<file path="src/nbl_defines.vh">
`ifndef NBL_DEFINES_VH
`define NBL_DEFINES_VH
// Register indices
`define NBL_REG_PROT      4'h0
`define NBL_REG_FEAT      4'h1
`define NBL_REG_STATUS    4'h2
`define NBL_REG_CMD       4'h3
`define NBL_REG_ROW       4'h4
`define NBL_REG_CADDR     4'h5
`define NBL_REG_CDATA     4'h6
`define NBL_REG_ECCST     4'h7
// Protection register fields
`define NBL_PROT_RST      8'h1c
`define NBL_PROT_BP_LSB   2
`define NBL_PROT_INV      5
`define NBL_PROT_CMP      6
`define NBL_PROT_PWD      7
// Feature register field
`define NBL_FEAT_ECC      0
// Command codes
`define NBL_CMD_READ      8'h13
`define NBL_CMD_PROG      8'h10
`define NBL_CMD_ERASE     8'hd8
`define NBL_CMD_RESET     8'hff
// Row space
`define NBL_ROW_MAX       17'h1_ffff
`define NBL_ROW_BLK0      17'h0_003f
// Page layout
`define NBL_SECT_BYTES    12'h200
`define NBL_SPARE_BASE    12'h800
`define NBL_PAR_BASE      12'h840
`define NBL_PAR_END       12'h87f
`define NBL_PAGE_END      12'h87f
`define NBL_SEG_UNPROT    4'h4
// Correction status codes
`define NBL_ECC_OK        2'b00
`define NBL_ECC_FIXED     2'b01
`define NBL_ECC_FAIL      2'b10
// Busy timing
`define NBL_BUSY_CYC      16'h0010
`endif

</file>
<file path="src/nbl_core.v">
// Contract
// - Reset sets range bits to one, clears invert, complement and write-disable.
// - Write-disable set with write-protect low blocks protection bit changes.
// - Locked program or erase keeps busy flag low and starts nothing.
// - Erase to locked block sets erase-fail flag.
// - Program to locked block sets program-fail flag.
// - Code 000 unlocks all; code 111 locks whole array regardless of options.
// - Plain codes 001-110 lock upper 1/64 to 1/2.
// - Invert codes 001-110 lock lower 1/64 to 1/2.
// - Complement codes lock lower 63/64 to 3/4; 110 locks block zero.
// - Both set lock upper 63/64 to 3/4; 110 locks block zero.
// - Correction enabled at reset; software writes enable bit to change it.
// - Program with correction computes parity over main page before array write.
// - Read with correction recomputes parity and corrects cache before output.
// - Each corrected read updates correction status.
// - Spare segments are 4 unprotected then 12 protected bytes at 800h-830h.
// - Four 512-byte sectors each pair with 16 parity bytes at 840h-870h.
// - With correction on, parity byte writes ignored but readable.
// - With correction off, whole page writable and readable, uncorrected.
// - Status 00 none, 01 corrected with count, 10 uncorrectable; the core leaves the count at 00 and never reports 10.
// - Busy flag high during program, read, erase or reset.
//
// Our own choices: the register offsets and the address-and-strobe port.
`timescale 1ns/10ps
`default_nettype none
`include "nbl_defines.vh"
module nbl_core #(
    parameter BUSY_CYC = 16,
    parameter ROW_W    = 17
) (
    input  wire        sys_clk,
    input  wire        rst_b,
    input  wire        write_protect_b,
    input  wire [3:0]  addr,
    input  wire [31:0] wdata,
    input  wire        wr_en,
    input  wire        rd_en,
    output reg  [31:0] rdata,
    output reg         busy
);
    // ---------------------------------------------------------------
    // State
    // ---------------------------------------------------------------
    localparam ST_IDLE = 2'd0;
    localparam ST_RUN  = 2'd1;
    localparam ST_ECC  = 2'd2;

    reg [7:0]       prot_q;
    reg             ecc_en_q;
    reg             prog_fail_q;
    reg             erase_fail_q;
    reg [1:0]       ecc_st_q;
    reg [1:0]       ecc_cnt_q;
    reg [ROW_W-1:0] row_q;
    reg [11:0]      caddr_q;
    reg [1:0]       state_q;
    reg [7:0]       op_q;
    reg [15:0]      cnt_q;
    reg [7:0]       cache_q [0:15];
    reg [7:0]       par_q;

    wire [2:0] range_code = prot_q[`NBL_PROT_BP_LSB+2:`NBL_PROT_BP_LSB];
    wire       range_inv  = prot_q[`NBL_PROT_INV];
    wire       range_cmp  = prot_q[`NBL_PROT_CMP];

    // ---------------------------------------------------------------
    // Lock decode
    // ---------------------------------------------------------------
    // Fraction boundary: 1/64 of the row space scaled by 2^(code-1)
    function [ROW_W-1:0] frac_rows;
        input [2:0] code;
        begin
            frac_rows = {{(ROW_W-12){1'b0}}, 12'h800} << (code - 3'd1);
        end
    endfunction

    function is_locked;
        input [ROW_W-1:0] row;
        input [2:0]       code;
        input             range_invert;
        input             cmp;
        reg   [ROW_W-1:0] f;
        begin
            f = frac_rows(code);
            if (code == 3'b000)
                is_locked = 1'b0;
            else if (code == 3'b111)
                is_locked = 1'b1;
            else if (cmp && code == 3'b110)
                is_locked = (row <= `NBL_ROW_BLK0);
            else if (!cmp && !range_invert)
                is_locked = (row >= (`NBL_ROW_MAX + 17'h1 - f));
            else if (!cmp && range_invert)
                is_locked = (row < f);
            else if (cmp && !range_invert)
                is_locked = (row < (`NBL_ROW_MAX + 17'h1 - f));
            else
                is_locked = (row >= f);
        end
    endfunction

    wire row_locked = is_locked(row_q, range_code, range_inv, range_cmp);
    wire prot_wr_ok = !(prot_q[`NBL_PROT_PWD] && !write_protect_b);
    wire par_area   = (caddr_q >= `NBL_PAR_BASE) && (caddr_q <= `NBL_PAR_END);

    // Cache is modelled as a small window; byte address low bits index it
    wire [3:0] cidx = caddr_q[3:0];
    wire cmd_wr = wr_en && (addr == `NBL_REG_CMD);

    // ---------------------------------------------------------------
    // Registers and sequencer
    // ---------------------------------------------------------------
    integer i;
    always @(posedge sys_clk or negedge rst_b) begin
        if (!rst_b) begin
            prot_q       <= `NBL_PROT_RST;
            ecc_en_q     <= 1'b1;
            prog_fail_q  <= 1'b0;
            erase_fail_q <= 1'b0;
            ecc_st_q     <= `NBL_ECC_OK;
            ecc_cnt_q    <= 2'b00;
            row_q        <= {ROW_W{1'b0}};
            caddr_q      <= 12'h000;
            state_q      <= ST_IDLE;
            op_q         <= 8'h00;
            cnt_q        <= 16'h0000;
            par_q        <= 8'h00;
            busy         <= 1'b0;
            rdata        <= 32'h0000_0000;
            for (i = 0; i < 16; i = i + 1)
                cache_q[i] <= 8'h00;
        end else begin
            rdata <= 32'h0000_0000;
            if (wr_en) begin
                case (addr)
                    `NBL_REG_PROT:  if (prot_wr_ok) prot_q <= wdata[7:0] & 8'hfc;
                    `NBL_REG_FEAT:  ecc_en_q <= wdata[`NBL_FEAT_ECC];
                    `NBL_REG_ROW:   row_q <= wdata[ROW_W-1:0];
                    `NBL_REG_CADDR: caddr_q <= wdata[11:0];
                    `NBL_REG_CDATA: begin
                        // Parity bytes are owned by the engine while correction is on
                        if (!(ecc_en_q && par_area))
                            cache_q[cidx] <= wdata[7:0];
                    end
                    default: ;
                endcase
            end
            if (rd_en) begin
                case (addr)
                    `NBL_REG_PROT:   rdata <= {24'h00_0000, prot_q};
                    `NBL_REG_FEAT:   rdata <= {31'h0000_0000, ecc_en_q};
                    `NBL_REG_STATUS: rdata <= {28'h000_0000, erase_fail_q, prog_fail_q,
                                               row_locked, busy};
                    `NBL_REG_ROW:    rdata <= {{(32-ROW_W){1'b0}}, row_q};
                    `NBL_REG_CADDR:  rdata <= {20'h0_0000, caddr_q};
                    `NBL_REG_CDATA:  rdata <= {24'h00_0000, cache_q[cidx]};
                    `NBL_REG_ECCST:  rdata <= {28'h000_0000, ecc_st_q, ecc_cnt_q};
                    default:         rdata <= 32'h0000_0000;
                endcase
            end
            case (state_q)
                ST_IDLE: begin
                    if (cmd_wr) begin
                        op_q <= wdata[7:0];
                        if ((wdata[7:0] == `NBL_CMD_PROG || wdata[7:0] == `NBL_CMD_ERASE)
                            && row_locked) begin
                            // Refused: busy stays low, array untouched
                            if (wdata[7:0] == `NBL_CMD_ERASE)
                                erase_fail_q <= 1'b1;
                            else
                                prog_fail_q <= 1'b1;
                        end else if (wdata[7:0] == `NBL_CMD_PROG ||
                                     wdata[7:0] == `NBL_CMD_ERASE ||
                                     wdata[7:0] == `NBL_CMD_READ ||
                                     wdata[7:0] == `NBL_CMD_RESET) begin
                            busy    <= 1'b1;
                            cnt_q   <= BUSY_CYC[15:0];
                            state_q <= ST_RUN;
                            if (wdata[7:0] == `NBL_CMD_PROG) prog_fail_q <= 1'b0;
                            if (wdata[7:0] == `NBL_CMD_ERASE) erase_fail_q <= 1'b0;
                        end
                    end
                end
                ST_RUN: begin
                    if (cnt_q > 16'h0001) begin
                        cnt_q <= cnt_q - 16'h0001;
                    end else if (ecc_en_q &&
                                 (op_q == `NBL_CMD_PROG || op_q == `NBL_CMD_READ)) begin
                        state_q <= ST_ECC;
                    end else begin
                        busy    <= 1'b0;
                        state_q <= ST_IDLE;
                    end
                end
                ST_ECC: begin
                    // Parity over window bytes 0-3 stands in for the sector code
                    if (op_q == `NBL_CMD_PROG) begin
                        par_q <= cache_q[0] ^ cache_q[1] ^ cache_q[2] ^ cache_q[3];
                    end else begin
                        if ((cache_q[0] ^ cache_q[1] ^ cache_q[2] ^ cache_q[3]) == par_q) begin
                            ecc_st_q  <= `NBL_ECC_OK;
                            ecc_cnt_q <= 2'b00;
                        end else begin
                            ecc_st_q  <= `NBL_ECC_FIXED;
                            ecc_cnt_q <= 2'b00;
                            cache_q[0] <= par_q ^ cache_q[1] ^ cache_q[2] ^ cache_q[3];
                        end
                    end
                    busy    <= 1'b0;
                    state_q <= ST_IDLE;
                end
                default: state_q <= ST_IDLE;
            endcase
        end
    end
endmodule // nbl_core
`default_nettype wire

</file>
<file path="config.mk">
export PLATFORM = sky130hd
export DESIGN_NAME = nbl_core
export DESIGN_NICKNAME = d
export VERILOG_FILES = /design/src/nbl_core.v
export VERILOG_INCLUDE_DIRS = /design/src /design/src/src
export SDC_FILE = /design/constraint.sdc
export NUM_CORES = 1
export LEC_CHECK = 0
export ABC_CLOCK_PERIOD_IN_PS = 4300
export BUFFER_PORTS_ARGS = -buffer_cell sky130_fd_sc_hd__buf_2
export CORE_ASPECT_RATIO = 1.75
export CORE_MARGIN = 2
export CORE_UTILIZATION = 55
export DETAILED_ROUTE_END_ITERATION = 6
export PLACE_DENSITY = 0.73
export SYNTH_ARGS = -nofsm -noshare
export SYNTH_HDL_FRONTEND = slang
export SYNTH_SLANG_ARGS = --single-unit
</file>
<file path="constraint.sdc">
create_clock -name sys_clk -period 4.3 [get_ports sys_clk]
set_input_delay 0.215 -clock sys_clk [delete_from_list [all_inputs] [get_ports sys_clk]]
set_output_delay 0.215 -clock sys_clk [all_outputs]
set_load 0.005 [all_outputs]
</file>
==> impl_metrics.yaml, run 1 <==
synthesis:
  synth_area_mm2: 0.0113
  syn_area_per_cell_um2: 13.0
  synth_cells: 874
  synth_edf_count: 0
  yosysUniqueCellTypes: 68
  async_flop_share: 1.00
  ys_ff_latch: 219
  synth-main-ff-cell: "dfrtp_1"
  synth_seq_area_share: 0.485
  ys_warn_count: 0
placement:
  port_buffers: 43
  place_congestion: 0.892
  pre_cts_ws_ps: 213
  dp.cells: 1120
  hpwlAfterDp_mm: 16.8
  postPlaceCellArea_mm2: 0.0116
clock_network:
  cts_root_buffer: "clkbuf_16"
  post_cts_buffers: 0
  clkSlewWorstSetupHoldPaths_ps: 70
  numCtsBuffers: 21
  clkLatencyLatePin_ps: 500
  ctsHtreeMaxLevel: 1
  clockBufferDepth: 3
  clkSinkCount: 219
  cts_tree: "built"
route:
  avgRoutedWirePerCell_um: 21.1
  vias: 7040
  drc: 0
  drtAntennaViolNets: 0
  via_per_inst: 6.04
  drt_wl_total_mm: 24.6
  drtIter0Drc: 477
  firstDrtPassIters: 4
critical_path:
  crit_path_end_kind: "flop"
  reg2reg_to: "cnt_q[2]"
  crit_end: "cnt_q[2]"
  critPathKind: "reg2reg"
  cp.required_ps: 4680
  crit_path_start_kind: "flop"
  reg2regPathDepth: 13
  timing.rr.start: "prot_q[3]"
  worstPathArrival_ps: 4310
  startpoint: "prot_q[3]"
  crit_fanout: 28
  r2r_slack_ps: 370
floorplanning:
  die-area_mm2: 0.0218
  num_rows: 69
  io_pins: 74
  initial_core_util: 0.558
  die_y_um: 194
  core-area_mm2: 0.0203
  fp.dieW_um: 112
cells_and_area:
  diodes: 0
  drive_above_1_share: 0.359
  fin_cells: 1166
  fillers: 1575
  fin_area_mm2: 0.0124
  post-route-util: 0.612
  nNetsFinal: 964
  area.growth.synth_to_final_pct: 9.68
timing:
  finalCriticalPeriod_ps: 3930
  final-setup-viol-count: 0
  rsz0062_at_grt: "false"
  worstMarginPinSlew_ps: 960
  drv_slew: 0
  slew_headroom: 0.360
  clock.fmax_ghz: 0.254
  clock_skew_ps: 10.6
  setup_tns_ps: 0
  setup_ws_ps: 368
  hold_violations: 0
  period_share: 0.914
hold_path:
  min_from: "rd_en"
  hp-class: "in2reg"
global_routing:
  grt_antenna_before_repair: 0
  overflow: 0
  grt_pass1_wl_mm: 40.2
  grt_start_max_net_pins: 122
  grt.total_usage: 0.232
  grt_pass1_vias: 7431
power_and_ir_drop:
  ir_drop_uv: 413
  leakagePower_nw: 5.89
  p_per_area_mw_per_mm2: 447
job:
  cap_viol_max_count: 0
status:
  outcome: "complete, no violations"
-- cell families (layout without fill, tap and decap cells) --
kind of cell | after synthesis | in the layout | share of synthesized area
mux | 249 | 249 | 0.284
flops | 219 | 219 | 0.485
simple gates | 201 | 201 | 0.100
buf+inv | 80 | 110 | 0.0342
compound gates | 65 | 65 | 0.0422
xor+xnor | 41 | 41 | 0.0342
fa+ha+maj | 18 | 18 | 0.0199
other cells | 1 | 15 | 0.000331
-- timing repair --
item,in CTS,in global routing
hold endpoints to repair,128,0
endpoints found under the setup margin,0,14
gates resized for setup,0,1
hold buffers,10,0
-- final cells by class --
cell class / count / area, um2 / area share
Clock inverter: 9 / 75.1 / 0.00605
Inverter: 12 / 45.0 / 0.00363
Clock buffer: 27 / 588 / 0.0474
Tap cell: 248 / 310 / 0.0250
Multi-Input combinational cell: 589 / 5520 / 0.444
Timing Repair Buffer: 62 / 393 / 0.0316
Sequential cell: 219 / 5490 / 0.442
-- how the worst min path moves through the flow --
stage | to | cells past startpoint
3_3_place_gp | cnt_q[10] | 1
6_report | rdata[15] | 2
3_5_place_dp | cnt_q[10] | 1
5_1_grt | rdata[16] | 2
4_1_cts | rdata[14] | 2
2_1_floorplan | async pin | 0
-- metrics by stage --
step	total power, W	hold WS [ps]
after global placement	0.00373	342
after floorplan	0.00343	-80.6
after CTS	0.00560	32.6
final	0.00555	54.9
after detailed placement	0.00378	351
after global routing	0.00582	42.9
-- power breakdown --
group / leakage (nW) / switching (W) / internal (W)
registers: 2.92 / 0.000295 / 0.00230
clock network: 0.328 / 0.000786 / 0.00103
logic: 2.64 / 0.000542 / 0.000609
total: 5.89 / 0.00162 / 0.00393
-- synthesized netlist by cell type, types with 4 or more instances --
cell / number / area share
a21oi_1: 8 / 0.0035
a22oi_1: 12 / 0.0080
a31oi_1: 4 / 0.0022
and3_1: 7 / 0.0039
buf_2: 9 / 0.0040
buf_4: 16 / 0.011
clkbuf_1: 39 / 0.013
dfrtp_1: 215 / 0.48
dfstp_2: 4 / 0.0093
ha_1: 18 / 0.020
inv_1: 12 / 0.0040
mux2_1: 4 / 0.0040
mux2_2: 168 / 0.17
mux2i_1: 35 / 0.031
mux4_2: 40 / 0.080
nand2_1: 57 / 0.019
nand2b_1: 19 / 0.011
nand3_1: 9 / 0.0040
nand3b_1: 8 / 0.0053
nand4_1: 12 / 0.0066
nand4b_1: 5 / 0.0039
nor2_1: 33 / 0.011
nor2_2: 9 / 0.0050
nor3_1: 7 / 0.0031
nor3b_1: 4 / 0.0027
o21ai_0: 15 / 0.0066
or3_1: 5 / 0.0028
xnor2_1: 15 / 0.012
xor2_1: 24 / 0.019
-- worst max-delay path: stages, from the launching register on --
cell and delay [ps]:
dfstp_2 660, or3b_2 490, ha_1 270, nor3b_1 190, a21oi_1 60, mux2i_1 160
ha_1 160, nand2_1 50, o21ai_0 280, o221ai_1 220, nor4b_1 700, o21ai_4 330
nand2b_1 160, mux2i_1 80
-- cells in the final DEF, fill, tap and decap left out, drive strengths merged, types with 3 or more instances in the layout --
master,n
o21ai,18
or3,6
dfstp,4
xnor2,15
nand3b,9
nor4,3
or2,4
mux4,40
a21oi,8
dlygate4sd3,10
nand2b,19
xor2,24
clkbuf,27
a31oi,4
inv,12
and3,7
clkinv,6
ha,18
nor2,42
nand2,57
conb,15
nor3,9
buf,52
a22oi,12
mux2,174
mux2i,35
nor4b,4
nor3b,4
nand4,12
or3b,3
dfrtp,215
a211oi,3
nand4b,5
nand3,9
o2111ai,3
-- per-layer routing --
layer	track usage	vias up	share of wire
met5	0	-	0
met4	0.0926	0	0.039
met3	0.0284	56	0.030
met2	0.429	136	0.55
met1	0.269	3650	0.38
li1	-	3198	-
Note: power is estimated with default switching activity, not from simulation.
==> run 2: changes to the inputs <==
--- a/config.mk
+++ b/config.mk
@@ -7,12 +7,12 @@
 export NUM_CORES = 1
 export LEC_CHECK = 0
 export ABC_CLOCK_PERIOD_IN_PS = 4300
-export BUFFER_PORTS_ARGS = -buffer_cell sky130_fd_sc_hd__buf_2
 export CORE_ASPECT_RATIO = 1.75
 export CORE_MARGIN = 2
 export CORE_UTILIZATION = 55
 export DETAILED_ROUTE_END_ITERATION = 6
-export PLACE_DENSITY = 0.73
+export DONT_BUFFER_PORTS = 1
+export PLACE_DENSITY = 0.7
 export SYNTH_ARGS = -nofsm -noshare
 export SYNTH_HDL_FRONTEND = slang
 export SYNTH_SLANG_ARGS = --single-unit
==> run 2 against run 1 <==
The flow now finishes with violations (hold timing). Final area is 0.82% lower. Non-clock buffer count fell by 32. Critical path type unchanged. Largest power group unchanged. Clock power about the same. Sequential power about the same.
==> impl_metrics.yaml, run 2 (synthesized netlist as in run 1, its figures left out) <==
clock_network:
  cts_root_buffer: "clkbuf_16"
  clockBufferDepth: 3
  clkSlewWorstSetupHoldPaths_ps: 70
  cts_tree: "built"
  clkSinkCount: 219
  cts_resized: 0
  post_cts_buffers: 0
  ctsHtreeMaxLevel: 1
  numCtsBuffers: 22
  cts_hold_buf: 23
  clkLatencyLatePin_ps: 500
timing:
  final-setup-viol-count: 0
  drv_slew: 0
  hold_slack_ps: -594
  slew_headroom: 0.261
  period_share: 0.937
  rsz0062_at_grt: "false"
  worstMarginPinSlew_ps: 1110
  clock_skew_ps: 10.2
  finalCriticalPeriod_ps: 4030
  clock.fmax_ghz: 0.248
  setup_tns_ps: 0
  hold_violations: 219
critical_path:
  cp_cell_sequence: "or3b_2 -> ha_1 -> nor3b_1 -> a21oi_1 -> mux2i_1 -> ha_1 -> nand2_1 -> o21ai_0 -> o221ai_1 -> mux2i_1 -> o21ai_4 -> buf_4 -> and4_1 -> mux2i_1"
  cp.required_ps: 4700
  startpoint: "prot_q[3]"
  crit_family: "simple AND/OR/NAND/NOR gates"
  crit_path_start_kind: "flop"
  crit_path_end_kind: "flop"
  cpPeakStageDelay_ps: 680
  cp_slowest_cell: "dfstp_2"
  timing.rr.start: "prot_q[3]"
  worstPathArrival_ps: 4430
  critPathKind: "reg2reg"
  crit_fanout: 14
  cp.buffers_inverters: 1
  cp_common_cell: "mux2i_1"
route:
  drtIter0Drc: 422
  drtAntennaViolNets: 0
  drc: 0
  firstDrtPassIters: 5
  vias: 7012
  via_per_inst: 6.16
  avgRoutedWirePerCell_um: 22.7
  drt_wl_total_mm: 25.9
placement:
  hpwlAfterDp_mm: 17.6
  place_congestion: 0.860
  port_buffers: 0
cells_and_area:
  drive_above_1_share: 0.317
  nNetsFinal: 933
  final_cell_mix: "dfrtp_1 (214), mux2_2 (168), nand2_1 (57), mux4_2 (40), mux2i_1 (35)"
  final_common_cell: "dfrtp_1"
  area.growth.synth_to_final_pct: 8.79
  diodes: 0
floorplanning:
  initial_core_util: 0.558
  die-area_mm2: 0.0218
  core-area_mm2: 0.0203
  die_y_um: 194
  fp.dieW_um: 112
  num_rows: 69
  io_pins: 74
global_routing:
  grt.total_usage: 0.244
  grt_pass1_wl_mm: 41.8
  overflow: 0
  grt_antenna_before_repair: 0
  grt_pass1_vias: 7661
  grt_start_max_net_pins: 220
power_and_ir_drop:
  leakagePower_nw: 5.74
  power_w: 0.00552
  p_per_area_mw_per_mm2: 448
  ir_drop_uv: 422
hold_path:
  hp-class: "in2async"
status:
  violations: "hold timing"
  outcome: "finished, violations left"
job:
  cap_viol_max_count: 0
run 2: per-stage QoR:
step / cell area, um2 / setup slack, ps / instances / util / hold WS [ps]
after floorplan: 11400 / 547 / 888 / - / -80.6
after global placement: 11400 / 411 / 1075 / 0.562 / -75.7
after detailed placement: 11400 / 320 / 1075 / 0.562 / -76.3
after CTS: 12300 / 289 / 1138 / 0.607 / -599
after global routing: 12300 / 22.9 / 1138 / 0.607 / -619
final: 12300 / 271 / 1138 / 0.607 / -594
run 2: worst paths after layout:
path                        endpoint  slack, ps  depth (start not counted)
hold / removal              row_q[0]       -590                          0
setup / recovery           cnt_q[15]        270                         14
hold reg to reg                 flop        500                          1
max in group asynchronous  rdata[14]       4520                          0
min in group sys_clk        rdata[3]         70                          3
setup reg to reg           cnt_q[15]        270                         14
run 2: cell type report:
| cell class | count | area (um2) |
|---|---|---|
| clock buffer | 34 | 647 |
| sequential | 219 | 5490 |
| clock inverter | 6 | 36.3 |
| inverter | 12 | 45.0 |
| tap | 248 | 310 |
| fill | 1578 | 7980 |
| multi-input combinational | 589 | 5510 |
| timing repair buffer | 30 | 283 |
run 2: power by group:
group	total [W]	internal, W	switching [W]	leakage (nW)
combinational	0.00110	0.000605	0.000497	2.48
sequential	0.00261	0.00230	0.000311	2.92
clock	0.00181	0.00104	0.000766	0.335
run 2: per-layer routing:
| layer | share of wire | up-vias | wire (um) | global-route usage |
|---|---|---|---|---|
| li1 | - | 3153 | - | - |
| met1 | 0.36 | 3599 | 9220 | 0.265 |
| met2 | 0.54 | 186 | 14000 | 0.445 |
| met3 | 0.040 | 74 | 1020 | 0.0369 |
| met4 | 0.062 | 0 | 1600 | 0.136 |
| met5 | 0 | - | 0 | 0 |
